File: src/hw/cspm_defs.vh
// Purpose: Shared constants for the clock source and power mode control block
// Assumes: 40 MHz pclk, 32-bit APB register words
// Notes:   Definitions only
`ifndef CSPM_DEFS_VH
`define CSPM_DEFS_VH

// ----------------------------------------
// Register byte addresses
// ----------------------------------------
`define CSPM_OFF_OSC_CTRL      12'h000
`define CSPM_OFF_OSC_SECOND    12'h004
`define CSPM_OFF_STATUS        12'h008

// ----------------------------------------
// Oscillator control fields and reset
// ----------------------------------------
`define CSPM_BIT_IDLE          7
`define CSPM_FREQ_HI           6
`define CSPM_FREQ_LO           4
`define CSPM_BIT_START_STAT    3
`define CSPM_BIT_HF_STABLE     2
`define CSPM_SRC_HI            1
`define CSPM_SRC_LO            0
`define CSPM_RST_IDLE          1'h0
`define CSPM_RST_FREQ          3'h3
`define CSPM_RST_SRC           2'h0
`define CSPM_RST_SECOND        5'h00

// ----------------------------------------
// Second control fields
// ----------------------------------------
`define CSPM_BIT_LOW_SRC       0
`define CSPM_BIT_MID_PATH      1
`define CSPM_BIT_WDT_EN        2
`define CSPM_BIT_TMR_SEC       3
`define CSPM_BIT_LF_KEEP       4
`define CSPM_SECOND_W          5

// ----------------------------------------
// Frequency codes and divider exponents
// ----------------------------------------
`define CSPM_FREQ_DIV16        3'h3
`define CSPM_FREQ_500K         3'h2
`define CSPM_FREQ_250K         3'h1
`define CSPM_FREQ_LOW          3'h0
`define CSPM_DIV_MAX           4'h7
`define CSPM_DIV_HF32          4'h5
`define CSPM_DIV_HF64          4'h6
`define CSPM_DIV_HF512         4'h9
`define CSPM_DIV_MF1           4'h0
`define CSPM_DIV_MF2           4'h1
`define CSPM_DIV_MF16          4'h4

// ----------------------------------------
// Clock sources and internal paths
// ----------------------------------------
`define CSPM_SRC_PRIMARY       2'h0
`define CSPM_SRC_SECONDARY     2'h1
`define CSPM_SRC_INTERNAL      2'h2
`define CSPM_PATH_HF           2'h0
`define CSPM_PATH_MF           2'h1
`define CSPM_PATH_LF           2'h2

// ----------------------------------------
// Primary oscillator configuration codes
// ----------------------------------------
`define CSPM_CFG_XTAL_MAX      4'h3
`define CSPM_CFG_INT_A         4'h8
`define CSPM_CFG_INT_B         4'h9

// ----------------------------------------
// Operating modes
// ----------------------------------------
`define CSPM_MODE_PRI_RUN      3'h0
`define CSPM_MODE_SECONDARY_RUN_MODE      3'h1
`define CSPM_MODE_INT_RUN      3'h2
`define CSPM_MODE_PRIMARY_IDLE_MODE     3'h3
`define CSPM_MODE_SECONDARY_IDLE_MODE     3'h4
`define CSPM_MODE_INT_IDLE     3'h5
`define CSPM_MODE_SLEEP        3'h6

// ----------------------------------------
// Timing
// ----------------------------------------
`define CSPM_CLK_KHZ           40000
`define CSPM_POWER_UP_TIMER_TICKS        2048
`define CSPM_OST_TICKS         1024
`define CSPM_PLL_LOCK_US       2000
`define CSPM_CORE_READY_US     10
`define CSPM_CNT_W             17

`endif

File: src/hw/cspm_counter.v
// Purpose: Loadable down counter used for the power-up delays
// Assumes: Count advances only on tick
// Notes:   Done is registered and holds until the next load
`timescale 1ns/100ps
`default_nettype none

module cspm_counter #(
	parameter W = 17
) (
	// Clock and reset
	input  wire         pclk,
	input  wire         presetn,
	// Control
	input  wire         load,
	input  wire [W-1:0] load_val,
	input  wire         tick,
	// Status
	output reg          done_q
);

	reg [W-1:0] cnt_q;

	always @(posedge pclk or negedge presetn)
	begin
		if (!presetn)
		begin
			cnt_q  <= {W{1'b0}};
			done_q <= 1'b0;
		end
		else if (load)
		begin
			cnt_q  <= load_val;
			done_q <= (load_val == {W{1'b0}});
		end
		else if (tick && !done_q)
		begin
			cnt_q  <= cnt_q - {{(W-1){1'b0}}, 1'b1};
			done_q <= (cnt_q == {{(W-1){1'b0}}, 1'b1});
		end
	end

endmodule

`default_nettype wire

File: src/hw/cspm_top.v
// Purpose: Clock source selection, oscillator enables and power-up delay control
// Assumes: Oscillator ticks and ready levels are synchronous to pclk
// Notes:   APB slave, zero wait states
`timescale 1ns/100ps
`default_nettype none
`include "cspm_defs.vh"

module cspm_top #(
	parameter PLL_LOCK_CYC   = (`CSPM_PLL_LOCK_US * `CSPM_CLK_KHZ) / 1000,
	parameter CORE_READY_CYC = (`CSPM_CORE_READY_US * `CSPM_CLK_KHZ) / 1000
) (
	// APB
	input  wire        pclk,
	input  wire        presetn,
	input  wire        psel,
	input  wire        penable,
	input  wire        pwrite,
	input  wire [11:0] paddr,
	input  wire [31:0] pwdata,
	output reg  [31:0] prdata,
	output reg         pready,
	output reg         pslverr,
	// Configuration bits
	input  wire        power_up_timer_config,
	input  wire [3:0]  primary_osc_config,
	input  wire        hf_start_wait_config,
	input  wire        pll_enable,
	// Oscillator status
	input  wire        primary_osc_tick,
	input  wire        low_freq_tick,
	input  wire        hf_osc_ready,
	input  wire        secondary_osc_running,
	// Core events
	input  wire        sleep_instr,
	input  wire        wake_event,
	// Oscillator enables
	output reg         primary_osc_en_q,
	output reg         secondary_osc_en_q,
	output reg         high_freq_internal_osc_en_q,
	output reg         mid_freq_internal_osc_en_q,
	output reg         low_freq_internal_osc_en_q,
	// Clock routing
	output reg  [1:0]  clk_source_q,
	output reg  [1:0]  internal_path_q,
	output reg  [3:0]  postscale_log2_q,
	output reg         cpu_clk_en_q,
	output reg         periph_clk_en_q,
	output reg         async_wake_en_q,
	output reg         device_reset_hold_q,
	output reg  [2:0]  mode_q
);

	// ----------------------------------------
	// Sequencer states
	// ----------------------------------------
	localparam [2:0] S_POWER_UP_TIMER = 3'h0;
	localparam [2:0] S_OST  = 3'h1;
	localparam [2:0] S_PLL  = 3'h2;
	localparam [2:0] S_HFW  = 3'h3;
	localparam [2:0] S_RUN  = 3'h4;
	localparam [2:0] S_INIT = 3'h5;

	localparam [`CSPM_CNT_W-1:0] POWER_UP_TIMER_LOAD = `CSPM_POWER_UP_TIMER_TICKS;
	localparam [`CSPM_CNT_W-1:0] OST_LOAD  = `CSPM_OST_TICKS;
	localparam [`CSPM_CNT_W-1:0] PLL_LOAD  = PLL_LOCK_CYC;
	localparam [`CSPM_CNT_W-1:0] CORE_LOAD = CORE_READY_CYC;

	// ----------------------------------------
	// Registers
	// ----------------------------------------
	reg                    idle_on_sleep_select_q;
	reg [2:0]              internal_freq_select_q;
	reg [1:0]              system_clock_source_select_q;
	reg [`CSPM_SECOND_W-1:0] second_q;
	reg                    sleep_q;
	reg                    idle_q;
	reg [2:0]              state_q;
	reg [2:0]              state_d;
	reg                    seq_load;
	reg [`CSPM_CNT_W-1:0]  seq_val;
	reg                    seq_tick;
	reg                    core_start_q;
	reg [3:0]              div_d;
	reg [1:0]              path_d;
	reg [31:0]             rdata_d;
	reg                    err_d;
	wire                   seq_done;
	wire                   core_done;

	wire low_source_select = second_q[`CSPM_BIT_LOW_SRC];
	wire mid_path_select   = second_q[`CSPM_BIT_MID_PATH];
	wire watchdog_en       = second_q[`CSPM_BIT_WDT_EN];
	wire timer_needs_sec   = second_q[`CSPM_BIT_TMR_SEC];
	wire lf_keep           = second_q[`CSPM_BIT_LF_KEEP];

	wire prim_xtal = (primary_osc_config <= `CSPM_CFG_XTAL_MAX);
	wire prim_int  = (primary_osc_config == `CSPM_CFG_INT_A) ||
		(primary_osc_config == `CSPM_CFG_INT_B);

	wire wr_en = psel && penable && pready && pwrite;
	wire booted = (state_q == S_RUN) && core_done;

	// ----------------------------------------
	// Power-up delays
	// ----------------------------------------
	cspm_counter #(
		.W (`CSPM_CNT_W)
	) u_seq_cnt (
		.pclk     (pclk),
		.presetn  (presetn),
		.load     (seq_load),
		.load_val (seq_val),
		.tick     (seq_tick),
		.done_q   (seq_done)
	);

	cspm_counter #(
		.W (`CSPM_CNT_W)
	) u_core_cnt (
		.pclk     (pclk),
		.presetn  (presetn),
		.load     (core_start_q),
		.load_val (CORE_LOAD),
		.tick     (1'b1),
		.done_q   (core_done)
	);

	always @*
	begin
		state_d  = state_q;
		seq_load = 1'b0;
		seq_val  = {`CSPM_CNT_W{1'b0}};
		seq_tick = 1'b0;
		case (state_q)
			S_INIT:
			begin
				state_d  = S_POWER_UP_TIMER;
				seq_load = 1'b1;
				seq_val  = power_up_timer_config ? {`CSPM_CNT_W{1'b0}} : POWER_UP_TIMER_LOAD;
			end
			S_POWER_UP_TIMER:
			begin
				seq_tick = low_freq_tick;
				if (seq_done)
				begin
					state_d  = S_OST;
					seq_load = 1'b1;
					seq_val  = prim_xtal ? OST_LOAD : {`CSPM_CNT_W{1'b0}};
				end
			end
			S_OST:
			begin
				seq_tick = primary_osc_tick;
				if (seq_done)
				begin
					state_d  = S_PLL;
					seq_load = 1'b1;
					seq_val  = (pll_enable && !prim_int) ? PLL_LOAD : {`CSPM_CNT_W{1'b0}};
				end
			end
			S_PLL:
			begin
				seq_tick = 1'b1;
				if (seq_done)
					state_d = S_HFW;
			end
			S_HFW:
			begin
				if (!prim_int || hf_start_wait_config || hf_osc_ready)
					state_d = S_RUN;
			end
			S_RUN:
			begin
				if (wake_event && sleep_q && prim_xtal &&
					system_clock_source_select_q == `CSPM_SRC_PRIMARY)
				begin
					state_d  = S_OST;
					seq_load = 1'b1;
					seq_val  = OST_LOAD;
				end
			end
			default:
				state_d = S_INIT;
		endcase
	end

	always @(posedge pclk or negedge presetn)
	begin
		if (!presetn)
		begin
			state_q      <= S_INIT;
			core_start_q <= 1'b0;
		end
		else
		begin
			state_q      <= state_d;
			core_start_q <= (state_q == S_INIT);
		end
	end

	// ----------------------------------------
	// Register file and power-managed mode
	// ----------------------------------------
	always @(posedge pclk or negedge presetn)
	begin
		if (!presetn)
		begin
			idle_on_sleep_select_q       <= `CSPM_RST_IDLE;
			internal_freq_select_q       <= `CSPM_RST_FREQ;
			system_clock_source_select_q <= `CSPM_RST_SRC;
			second_q                     <= `CSPM_RST_SECOND;
			sleep_q                      <= 1'b0;
			idle_q                       <= 1'b0;
		end
		else
		begin
			if (wr_en && paddr == `CSPM_OFF_OSC_CTRL)
			begin
				idle_on_sleep_select_q       <= pwdata[`CSPM_BIT_IDLE];
				internal_freq_select_q       <= pwdata[`CSPM_FREQ_HI:`CSPM_FREQ_LO];
				system_clock_source_select_q <= pwdata[`CSPM_SRC_HI:`CSPM_SRC_LO];
			end
			if (wr_en && paddr == `CSPM_OFF_OSC_SECOND)
				second_q <= pwdata[`CSPM_SECOND_W-1:0];
			// Wake wins over a sleep in the same cycle so an event is never lost
			if (wake_event)
			begin
				sleep_q <= 1'b0;
				idle_q  <= 1'b0;
			end
			else if (sleep_instr && booted)
			begin
				sleep_q <= !idle_on_sleep_select_q;
				idle_q  <= idle_on_sleep_select_q;
			end
		end
	end

	// ----------------------------------------
	// Internal path and postscaler
	// ----------------------------------------
	always @*
	begin
		path_d = `CSPM_PATH_HF;
		div_d  = `CSPM_DIV_MAX - {1'b0, internal_freq_select_q};
		if (internal_freq_select_q < `CSPM_FREQ_DIV16)
		begin
			if (mid_path_select)
			begin
				path_d = `CSPM_PATH_MF;
				if (internal_freq_select_q == `CSPM_FREQ_500K)
					div_d = `CSPM_DIV_MF1;
				else if (internal_freq_select_q == `CSPM_FREQ_250K)
					div_d = `CSPM_DIV_MF2;
				else if (low_source_select)
					div_d = `CSPM_DIV_MF16;
				else
				begin
					path_d = `CSPM_PATH_LF;
					div_d  = `CSPM_DIV_MF1;
				end
			end
			else if (internal_freq_select_q == `CSPM_FREQ_500K)
				div_d = `CSPM_DIV_HF32;
			else if (internal_freq_select_q == `CSPM_FREQ_250K)
				div_d = `CSPM_DIV_HF64;
			else if (low_source_select)
				div_d = `CSPM_DIV_HF512;
			else
			begin
				path_d = `CSPM_PATH_LF;
				div_d  = `CSPM_DIV_MF1;
			end
		end
	end

	// ----------------------------------------
	// Oscillator enables and clock routing
	// ----------------------------------------
	wire       pri_sel    = (system_clock_source_select_q == `CSPM_SRC_PRIMARY);
	wire       sec_sel    = (system_clock_source_select_q == `CSPM_SRC_SECONDARY);
	wire       int_sel    = system_clock_source_select_q[`CSPM_SRC_HI];
	wire [1:0] req_src    = int_sel ? `CSPM_SRC_INTERNAL : system_clock_source_select_q;
	wire       int_block  = !sleep_q && (int_sel || (pri_sel && prim_int));
	wire       lf_direct  = int_block && (path_d == `CSPM_PATH_LF);
	wire       hold_reset = !booted;
	// Primary counts as running once the sequencer reaches S_RUN, or at once for an internal config
	wire       pri_ready  = prim_int ? 1'b1 : (state_q == S_RUN);
	wire       src_ready  = (req_src == `CSPM_SRC_PRIMARY)   ? pri_ready :
		(req_src == `CSPM_SRC_SECONDARY) ? secondary_osc_running : 1'b1;
	// Mode and enables move on the same edge; enables follow the requested source, while mode and clk_source_q wait until it runs
	wire [1:0] src_d      = src_ready ? req_src : clk_source_q;

	always @(posedge pclk or negedge presetn)
	begin
		if (!presetn)
		begin
			primary_osc_en_q            <= 1'b0;
			secondary_osc_en_q          <= 1'b0;
			high_freq_internal_osc_en_q <= 1'b0;
			mid_freq_internal_osc_en_q  <= 1'b0;
			low_freq_internal_osc_en_q  <= 1'b0;
			clk_source_q                <= `CSPM_SRC_PRIMARY;
			internal_path_q             <= `CSPM_PATH_HF;
			postscale_log2_q            <= `CSPM_DIV_MF1;
			cpu_clk_en_q                <= 1'b0;
			periph_clk_en_q             <= 1'b0;
			async_wake_en_q             <= 1'b0;
			device_reset_hold_q         <= 1'b1;
			mode_q                      <= `CSPM_MODE_PRI_RUN;
		end
		else
		begin
			// Crystal pins oscillate only in primary run or idle or while the reset hold is on, never in sleep
			primary_osc_en_q <= !prim_int && !sleep_q && (pri_sel || hold_reset);
			secondary_osc_en_q <= (sec_sel && !sleep_q) || timer_needs_sec;
			high_freq_internal_osc_en_q <= (int_block && !lf_direct &&
				path_d == `CSPM_PATH_HF) || (hold_reset && prim_int);
			mid_freq_internal_osc_en_q <= int_block && path_d == `CSPM_PATH_MF;
			low_freq_internal_osc_en_q <= lf_direct || watchdog_en || lf_keep ||
				(state_q == S_POWER_UP_TIMER);
			clk_source_q     <= src_d;
			internal_path_q  <= path_d;
			postscale_log2_q <= div_d;
			cpu_clk_en_q     <= booted && !sleep_q && !idle_q;
			periph_clk_en_q  <= booted && !sleep_q;
			async_wake_en_q  <= 1'b1;
			device_reset_hold_q <= hold_reset;
			if (sleep_q)
				mode_q <= `CSPM_MODE_SLEEP;
			else if (src_d == `CSPM_SRC_PRIMARY)
				mode_q <= idle_q ? `CSPM_MODE_PRIMARY_IDLE_MODE : `CSPM_MODE_PRI_RUN;
			else if (src_d == `CSPM_SRC_SECONDARY)
				mode_q <= idle_q ? `CSPM_MODE_SECONDARY_IDLE_MODE : `CSPM_MODE_SECONDARY_RUN_MODE;
			else
				mode_q <= idle_q ? `CSPM_MODE_INT_IDLE : `CSPM_MODE_INT_RUN;
		end
	end

	// ----------------------------------------
	// APB read path
	// ----------------------------------------
	wire start_stat = (clk_source_q == `CSPM_SRC_PRIMARY) && !prim_int && !hold_reset;
	wire hf_stable  = high_freq_internal_osc_en_q && hf_osc_ready;

	always @*
	begin
		rdata_d = 32'h00000000;
		err_d   = 1'b0;
		if (paddr == `CSPM_OFF_OSC_CTRL)
		begin
			rdata_d[`CSPM_BIT_IDLE]               = idle_on_sleep_select_q;
			rdata_d[`CSPM_FREQ_HI:`CSPM_FREQ_LO]  = internal_freq_select_q;
			rdata_d[`CSPM_BIT_START_STAT]         = start_stat;
			rdata_d[`CSPM_BIT_HF_STABLE]          = hf_stable;
			rdata_d[`CSPM_SRC_HI:`CSPM_SRC_LO]    = system_clock_source_select_q;
		end
		else if (paddr == `CSPM_OFF_OSC_SECOND)
			rdata_d[`CSPM_SECOND_W-1:0] = second_q;
		else if (paddr == `CSPM_OFF_STATUS)
			rdata_d[7:0] = {device_reset_hold_q, state_q, clk_source_q, mode_q[1:0]};
		else
			err_d = 1'b1;
	end

	// Answer one cycle after setup; the access phase always completes at once
	always @(posedge pclk or negedge presetn)
	begin
		if (!presetn)
		begin
			prdata  <= 32'h00000000;
			pready  <= 1'b0;
			pslverr <= 1'b0;
		end
		else
		begin
			pready  <= psel && !penable;
			pslverr <= psel && !penable && err_d;
			if (psel && !penable && !pwrite)
				prdata <= rdata_d;
		end
	end

endmodule

`default_nettype wire

File: config.mk
export PLATFORM = sky130hd
export DESIGN_NAME = cspm_top
export DESIGN_NICKNAME = d
export VERILOG_FILES = /design/src/hw/cspm_counter.v /design/src/hw/cspm_top.v
export VERILOG_INCLUDE_DIRS = /design/src /design/src/hw
export SDC_FILE = /design/constraint.sdc
export NUM_CORES = 1
export LEC_CHECK = 0
export BUFFER_PORTS_ARGS = -buffer_cell sky130_fd_sc_hd__buf_2
export CAP_MARGIN = 0
export CELL_PAD_IN_SITES_DETAIL_PLACEMENT = 0
export CELL_PAD_IN_SITES_GLOBAL_PLACEMENT = 1
export CORE_AREA = 10 10 112 124
export DETAILED_ROUTE_END_ITERATION = 8
export DIE_AREA = 0 0 122 134
export PLACE_DENSITY = 0.78
export SYNTH_ARGS = -nofsm -noshare
export SYNTH_HDL_FRONTEND = slang
export SYNTH_SLANG_ARGS = --single-unit
File: constraint.sdc
create_clock -name pclk -period 2.93 [get_ports pclk]
set_clock_uncertainty 0.15 [all_clocks]
set_input_delay 0.586 -clock pclk [delete_from_list [all_inputs] [get_ports pclk]]
set_output_delay 0.586 -clock pclk [all_outputs]
set_load 0.01 [all_outputs]
==> metrics.yaml, run 1 <==
status: "finished clean"
critPathRequiredTime_ns: 2.99
clock_latency_ns: 0.33
synthAdderAreaFrac_pct: 1.42
synthCells: 441
initial_core_util_pct: 38.9
clock_sinks: 83
path_cells: "buf_2 -> or4_1 -> or3_4 -> or3_1 -> mux2_4"
min_path_type: "input pin to asynchronous set/reset pin"
arrival_ns: 2.52
async_flop_share_pct: 100
synth_area_leaders: "dfrtp_1 44%, buf_4 4.1%, a21oi_1 3.1%"
pin_count: 116
yosysSeqAreaShare_pct: 47.2
layout-drive-gt1-share_pct: 24.5
diodes: 0
numPortBuffers: 66
synth_top_family_by_area: "simple AND/OR/NAND/NOR gates"
vias_per_cell: 5.24
ctsResizeCount: 0
cts_root_buffer: "clkbuf_16"
yosys.area_share.simple_pct: 21.7
grt_max_degree: 44
synth_xor_area_share_pct: 2.18
setup_viol: 0
cts_buffers: 9
core_um2: 11300
slew_violations: 0
power.leakage_nw: 2.41
ys.flop_type: "dfrtp_1"
grt_overflow_total: 0
routed_wl_um: 11000
yosys_warnings: 0
rrSetupSlack_ns: 0.60
path_clk_slew_ns: 0.06
antenna_found_initial: 0
totalNegativeSetupSlack_ns: 0
synth_edf_count: 0
syn_area_um2: 4410
drtAntennaViolNets: 0
fillers: 1089
place_inst: 648
ir_worst_vdd_mv: 0.454
critPathMaxFanout: 6
slew_headroom_pct: 50.8
slowest_stage: "or3_1"
max_stage_delay_ns: 0.56
finalHoldViolCount: 0
layout.cells.non_filler: 664
dp.final_hpwl_um: 8170
reg2reg_depth: 5
grt_pass1_wl_um: 18400
via_count: 3480
cts_setup_buffers: 0
globalplace.congestion: 0.768
first_pass_iters: 4
fmax_mhz: 406
synth_compound_gate_area_share_pct: 15.0
drv_cap: 0
final_nets: 576
reg2reg_to: "u_seq_cnt.done_q"
htreeDepth: 3
finalCriticalPeriod_ns: 2.46
area_delta_synth_final_pct: 17.1
ys_seq_elements: 83
grt_pass1_vias: 3632
synth.top_cell.area_share_pct: 44.2
synthMuxAreaShare_pct: 4.79
rsz0062_at_grt: "false"
finalCritPeriodShare_pct: 84.0
rows: 41
grtUsageTotal_pct: 13.8
crit_type: "input pin to register"
yosys.cell_types.count: 62
avgSynthCellArea_um2: 10.0
worstSetupStartpointType: "input pin"
hold_buffers: 0
cp-end-kind: "register"
yosysTopAreaCell: "dfrtp_1"
worst_slew_pin_slew_ns: 0.734
post-route-util_pct: 45.6
die_h_um: 134
cts_tree: "built"
die_x_um: 122
power.density_nw_per_um2: 772
fp.dieArea_um2: 16300
drc: 0
wl_per_cell_um: 16.5
cts_buffer_depth: 2
r2r_start: "state_q[1]"
drtIter0Drc: 111
cell type report:
class                           count  area, µm²  area share, %
Timing Repair Buffer               78        435           8.42
Clock buffer                       10        239           4.62
Clock inverter                      6       70.1           1.36
Inverter                           18       67.6           1.31
Tap cell                          150        188           3.63
Multi-Input combinational cell    319       2090           40.4
Sequential cell                    83       2080           40.3
cells by family after synthesis:
group                      after synthesis
DFF                                     83
adders and majority gates                5
AOI/OAI and AO/OA                       97
other                                    2
muxes                                   17
xor gates and xnor gates                11
buffers and inverters                   62
and+or+nand+nor                        164
worst max-delay path: cells and delay by family:
family / cells / cell delay [ns]
buffers and inverters: 1 / 0.09
and+or+nand+nor: 3 / 1.47
muxes: 1 / 0.36
how the worst max path moves through the flow:
stage	slack, ns	start	cells past startpoint	end
after floorplan	0.30	paddr[9]	6	idle_on_sleep_select_q
after global placement	0.14	paddr[9]	5	idle_on_sleep_select_q
after detailed placement	0.13	paddr[9]	5	system_clock_source_select_q[0]
after CTS	0.47	paddr[9]	5	idle_on_sleep_select_q
after global routing	0.45	paddr[9]	5	system_clock_source_select_q[0]
final	0.47	paddr[9]	5	idle_on_sleep_select_q
state kept, by name (all words and copies together), names as in the netlist, 2 cells and up:
register / count
system_clock_source_select_q: 2
state_q: 3
second_q: 5
mode_q: 3
u_seq_cnt.cnt_q: 17
internal_freq_select_q: 3
clk_source_q: 2
postscale_log2_q: 4
u_core_cnt.cnt_q: 17
internal_path_q: 2
prdata: 8
stage by stage:
step | area (µm²) | hold WS, ns | worst slack (ns) | power (mW)
floorplan | 4500 | 0.140 | 0.304 | 2.47
global placement | 4860 | 0.323 | 0.145 | 2.80
detailed placement | 4860 | 0.335 | 0.133 | 2.84
CTS | 5170 | 0.111 | 0.472 | 4.03
global route | 5170 | 0.128 | 0.450 | 4.28
finish | 5170 | 0.0881 | 0.469 | 3.99
synth_stat cells, drive strengths merged, types with 12 or more instances:
cell type and instances:
nor3 15, nor2 31, dfrtp 78, nand2 13, a21oi 27, mux2 15
o21ai 16, o31ai 12, nand2b 15, clkbuf 16, or3 13, or4 17
buf 28, inv 18
placed cells by master, fill, tap and decap left out, drive strengths merged, types with 5 or more instances in the layout:
cell type	instances
a211oi	5
a21oi	27
a221o	6
and2	6
buf	78
clkbuf	10
conb	25
dfrtp	78
dfstp	5
ha	5
inv	21
mux2	15
nand2	13
nand2b	15
nand3	9
nor2	31
nor3	15
nor3b	5
nor4	10
o21ai	16
o31ai	12
or2	6
or3	13
or4	17
xor2	7
where the power goes:
group / internal [mW] / total (mW) / switching (mW)
sequential: 1.34 / 1.61 / 0.263
clock: 0.693 / 1.17 / 0.473
combinational: 0.536 / 1.21 / 0.678
metal layers:
metal	GRT usage, %	part of all wire, %	up-vias
met4	3.78	0.67	0
met1	18.0	45	1708
met5	0	0	-
met2	22.1	49	67
li1	-	-	1701
met3	3.19	4.7	4
(Power assumes the default switching activity.)
==> run 2, diff against run 1 <==
==> constraint.sdc (replaced) <==
create_clock -name pclk -period 2.3 [get_ports pclk]
set_clock_uncertainty 0.15 [all_clocks]
set_input_delay 0.46 -clock pclk [delete_from_list [all_inputs] [get_ports pclk]]
set_output_delay 0.46 -clock pclk [all_outputs]
set_load 0.01 [all_outputs]
==> run 2 against run 1 <==
Effect of this change:
- wire length rose by 2.3%
- die area did not move
- global-route usage rose by 0.25 points
- cell area rose by 4.3%
- clock power rose by 32%
- sequential power rose by 21%
- worst hold slack improved by 0.064 ns
- power rose by 32%
- first-iteration DRC count rose by 89%
- critical endpoint is now u_seq_cnt.cnt_q[13]
- largest power group unchanged
==> metrics.yaml, run 2 (same netlist as run 1, synthesis figures left out) <==
status: "finished clean"
grt_overflow_total: 0
path_clk_slew_ns: 0.06
finalHoldViolCount: 0
finalCriticalPeriod_ns: 2.20
rrSetupSlack_ns: 0.1
drtIter0Drc: 210
drv_cap: 0
power.density_nw_per_um2: 979
min_path_type: "input pin to register"
ir_worst_vdd_mv: 0.509
cts_buffer_depth: 2
area_delta_synth_final_pct: 22.2
arrival_ns: 2.33
die_x_um: 122
slew_violations: 0
grt_pass1_vias: 3717
rsz0062_at_grt: "false"
drc: 0
crit_type: "register to register"
initial_core_util_pct: 38.9
reg_top3: "u_core_cnt.cnt_q (17), u_seq_cnt.cnt_q (17), prdata (8)"
rows: 41
power.leakage_nw: 2.53
dp.final_hpwl_um: 8530
diodes: 0
layout-drive-gt1-share_pct: 28.4
drtAntennaViolNets: 0
slowest_stage: "or4_1"
cp-end-kind: "register"
vias_per_cell: 5.24
pin_count: 116
post-route-util_pct: 47.6
critPathMaxFanout: 7
critPathBufInv: 0
wl_per_cell_um: 16.3
first_pass_iters: 4
htreeDepth: 3
cts_root_buffer: "clkbuf_16"
cts_tree: "built"
cp_top_family: "simple AND/OR/NAND/NOR gates"
final_nets: 601
grt_max_degree: 33
globalplace.congestion: 0.873
most-common-layout-cells: "78 x dfrtp_1, 65 x buf_2, 36 x buf_4, 31 x nor2_1, 27 x a21oi_1"
antenna_found_initial: 0
core_um2: 11300
grtUsageTotal_pct: 14.0
numPortBuffers: 66
clock_sinks: 83
worstSetupStartpointType: "register"
path_cells: "or4_1 -> or3_1 -> or4_1 -> nand3_1"
cts_buffers: 9
die_h_um: 134
timing.hold.ws_ns: 0.152
fp.dieArea_um2: 16300
setup_viol: 0
grt_pass1_wl_um: 18600
final_common_cell: "dfrtp_1"
critPathRequiredTime_ns: 2.43
max_stage_delay_ns: 0.67
clock_latency_ns: 0.34
finalCritPeriodShare_pct: 95.9
cp_common_cell: "or4_1"
routed_wl_um: 11200
fmax_mhz: 454
via_count: 3609
run 2: changes by cell type in the layout (fill, tap and decap cells not counted), sizes merged:
cell,delta
dlygate4sd3,+1
bufinv,+1
inv,-2
buf,+24
clkbuf,+1
run 2: path summary, 6_finish.rpt:
kind | start | to | cells after the start
max reg2reg | u_seq_cnt.cnt_q[7] | u_seq_cnt.cnt_q[13] | 4
max in group asynchronous | presetn | u_seq_cnt.cnt_q[6] | 3
max | u_seq_cnt.cnt_q[7] | u_seq_cnt.cnt_q[13] | 4
min in group asynchronous | presetn | u_core_cnt.cnt_q[15] | 2
min reg2reg | u_seq_cnt.cnt_q[16] | u_seq_cnt.cnt_q[16] | 1
min | penable | pready | 2
run 2: per-stage QoR:
step	area (µm²)	setup TNS, ns	cells	total power [mW]	setup WS (ns)
after floorplan	4520	-0.853	464	3.15	-0.156
after global placement	5030	-1.05	670	3.66	-0.170
after detailed placement	5030	-1.18	670	3.70	-0.187
after CTS	5370	0	687	5.28	0.0483
after global routing	5390	0	689	5.62	0.0142
final	5390	0	689	5.28	0.0953
run 2: worst reg2reg max path: stages, from the launching register on:
cell and delay, ns:
dfrtp_1 0.41, or4_1 0.67, or3_1 0.41, or4_1 0.40, nand3_1 0.10
run 2: final cells by class:
cell class | instances | area [µm²]
inverter | 18 | 67.6
sequential | 83 | 2080
clock inverter | 5 | 86.3
multi-input combinational | 319 | 2110
clock buffer | 11 | 233
timing repair buffer | 103 | 626
tap | 150 | 188
fill | 1071 | 5940
run 2: what timing repair did:
action	in CTS	in global routing
hold endpoints to repair	25	0
hold buffers	1	0
resized for setup	1	2
setup buffers	0	2
setup endpoints to repair	1	3
pin swaps	0	0
run 2: per-layer routing:
| metal | share of wire, % | up-vias | track usage (%) |
|---|---|---|---|
| li1 | - | 1755 | - |
| met1 | 46 | 1744 | 17.4 |
| met2 | 47 | 95 | 22.4 |
| met3 | 4.9 | 15 | 3.44 |
| met4 | 2.0 | 0 | 6.17 |
| met5 | 0 | - | 0 |
run 2: where the power goes:
part | internal, mW | switching, mW | leakage, nW
Clock | 0.959 | 0.591 | 0.154
Sequential | 1.71 | 0.234 | 1.09
Combinational | 0.785 | 1.00 | 1.29
==> run 3, diff against run 2 <==
--- a/config.mk
+++ b/config.mk
@@ -10,10 +10,11 @@
 export CAP_MARGIN = 0
 export CELL_PAD_IN_SITES_DETAIL_PLACEMENT = 0
 export CELL_PAD_IN_SITES_GLOBAL_PLACEMENT = 1
-export CORE_AREA = 10 10 112 124
+export CORE_AREA = 10 10 109 121
+export CTS_BUF_LIST = sky130_fd_sc_hd__clkbuf_2 sky130_fd_sc_hd__clkbuf_4 sky130_fd_sc_hd__clkbuf_8
 export DETAILED_ROUTE_END_ITERATION = 8
-export DIE_AREA = 0 0 122 134
-export PLACE_DENSITY = 0.78
+export DIE_AREA = 0 0 119 131
+export PLACE_DENSITY = 0.82
 export SYNTH_ARGS = -nofsm -noshare
 export SYNTH_HDL_FRONTEND = slang
 export SYNTH_SLANG_ARGS = --single-unit
==> run 3 against run 2 <==
Effect of this change:
- global-route usage is 0.74 points higher
- worst hold slack lost 0.039 ns
- die area shrank 4.6%
- cell area is 2.0% lower
- largest cell class unchanged
==> metrics.yaml, run 3 (same netlist as run 1, synthesis figures left out) <==
rrSetupSlack_ns: 0.08
slew_headroom_pct: 63.1
final_area_um2: 5280
max_stage_delay_ns: 0.53
power.density_nw_per_um2: 927
met1_usage_pct: 17.7
min_delay_path_depth: 2
clock_sinks: 83
clock_latency_ns: 0.37
drv_cap: 0
pin_count: 116
status: "finished clean"
reg_top3: "u_core_cnt.cnt_q (17), u_seq_cnt.cnt_q (17), prdata (8)"
fmax_mhz: 449
finalHoldViolCount: 0
fillers: 1027
grt_max_degree: 32
antenna_found_initial: 0
worstSetupStartpointType: "register"
grt.busiest_layer: "met2"
worst_slew_pin_slew_ns: 0.546
final_nets: 601
most-common-layout-cells: "78 x dfrtp_1, 65 x buf_2, 36 x buf_4, 31 x nor2_1, 27 x a21oi_1"
wl_per_cell_um: 16.7
arrival_ns: 2.34
use_met2_pct: 24.7
drtAntennaViolNets: 0
htreeDepth: 3
globalplace.congestion: 0.874
initial_core_util_pct: 41.2
rows: 40
worstHoldStart: "penable"
via_count: 3656
placed_cell_area_um2: 5030
crit_type: "register to register"
power.leakage_nw: 2.49
globalRouteMet3Util_pct: 3.95
area_delta_synth_final_pct: 19.7
fp.dieArea_um2: 15600
grt_overflow_total: 0
cts_root_buffer: "clkbuf_8"
cts_tree: "built"
vias_per_cell: 5.33
die_x_um: 119
grt_pass1_vias: 3786
finalCritPeriodShare_pct: 96.7
r2r_start: "u_seq_cnt.cnt_q[1]"
routed_wl_um: 11500
cts_buffers: 9
reg2reg_to: "u_seq_cnt.cnt_q[7]"
dp.final_hpwl_um: 8750
first_pass_iters: 5
cp-end-kind: "register"
critPathRequiredTime_ns: 2.41
setup_viol: 0
finalCriticalPeriod_ns: 2.22
diodes: 0
reg2reg_depth: 4
drc: 0
numPortBuffers: 66
die_h_um: 131
cts_buffer_depth: 2
layout-drive-gt1-share_pct: 29.1
critPathMaxFanout: 4
drtIter0Drc: 240
slowest_stage: "or4_1"
core_um2: 10700
path_clk_slew_ns: 0.10
grtUsageTotal_pct: 14.8
hold_path_end: "pready"
p_total_mw: 4.90
ir_worst_vdd_mv: 0.402
grt_pass1_wl_um: 18900
post-route-util_pct: 49.3
path_cells: "or3_1 -> or4_1 -> mux2_2 -> a211o_1"
rsz0062_at_grt: "false"
slew_violations: 0
min_path_type: "input pin to register"
final_common_cell: "dfrtp_1"
==> run 3: cell count changes in the layout (fill, tap and decap cells not counted), moves of 2 or more <==
cell	change
inv_6	+2
clkbuf_1	-2
clkbuf_16	-9
clkbuf_8	+9
==> run 3: worst max-delay path by stage <==
stage / startpoint / end / depth (start not counted)
4_1_cts: u_core_cnt.cnt_q[12] / u_core_cnt.cnt_q[16] / 4
5_1_grt: u_seq_cnt.cnt_q[1] / u_seq_cnt.cnt_q[7] / 4
3_3_place_gp: paddr[9] / system_clock_source_select_q[0] / 5
6_report: u_seq_cnt.cnt_q[1] / u_seq_cnt.cnt_q[7] / 4
2_1_floorplan: paddr[9] / idle_on_sleep_select_q / 6
3_5_place_dp: paddr[9] / system_clock_source_select_q[0] / 5
==> run 3: cell type report <==
class	instances	area [µm²]	area share, %
clock inverters	7	81.3	1.54
flip-flops and latches	83	2080	39.4
repair buffers	103	626	11.8
multi-input cells	319	2120	40.1
well taps	147	184	3.48
clock buffers	9	124	2.34
inverters	18	67.6	1.28
==> run 3: through the flow <==
stage | instances | worst slack [ns] | setup TNS, ns | hold WS [ns]
after global placement | 667 | -0.214 | -1.31 | 0.255
after global routing | 686 | 0.0164 | 0 | 0.115
final | 686 | 0.0751 | 0 | 0.113
after CTS | 684 | 0.0297 | 0 | 0.107
after detailed placement | 667 | -0.241 | -1.53 | 0.257
after floorplan | 464 | -0.156 | -0.853 | 0.0144
==> run 3: where the power goes <==
| group | internal (mW) | switching (mW) |
|---|---|---|
| registers | 1.71 | 0.242 |
| logic | 0.811 | 1.01 |
| clock network | 0.521 | 0.602 |
| total | 3.04 | 1.86 |
==> run 3: timing repair <==
item | 4_1_cts | 5_1_grt
setup endpoints to repair | 1 | 3
hold buffers | 1 | 0
setup buffers | 0 | 2
gates resized for setup | 1 | 4
hold endpoints to repair | 26 | 0
==> run 3: routing by layer <==
layer / share of wire, % / vias up / wire length (µm)
li1: - / 1756 / -
met1: 44 / 1768 / 5050
met4: 1.8 / 0 / 202
met2: 49 / 115 / 5580
met5: 0 / - / 0
met3: 5.7 / 17 / 654
==> run 3: worst max-delay path: cells and delay by family, from the launching register on <==
| kind | cells | cell delay [ns] |
|---|---|---|
| muxes | 1 | 0.29 |
| and+or+nand+nor | 2 | 0.98 |
| AOI/OAI and AO/OA | 1 | 0.29 |
| DFF | 1 | 0.41 |
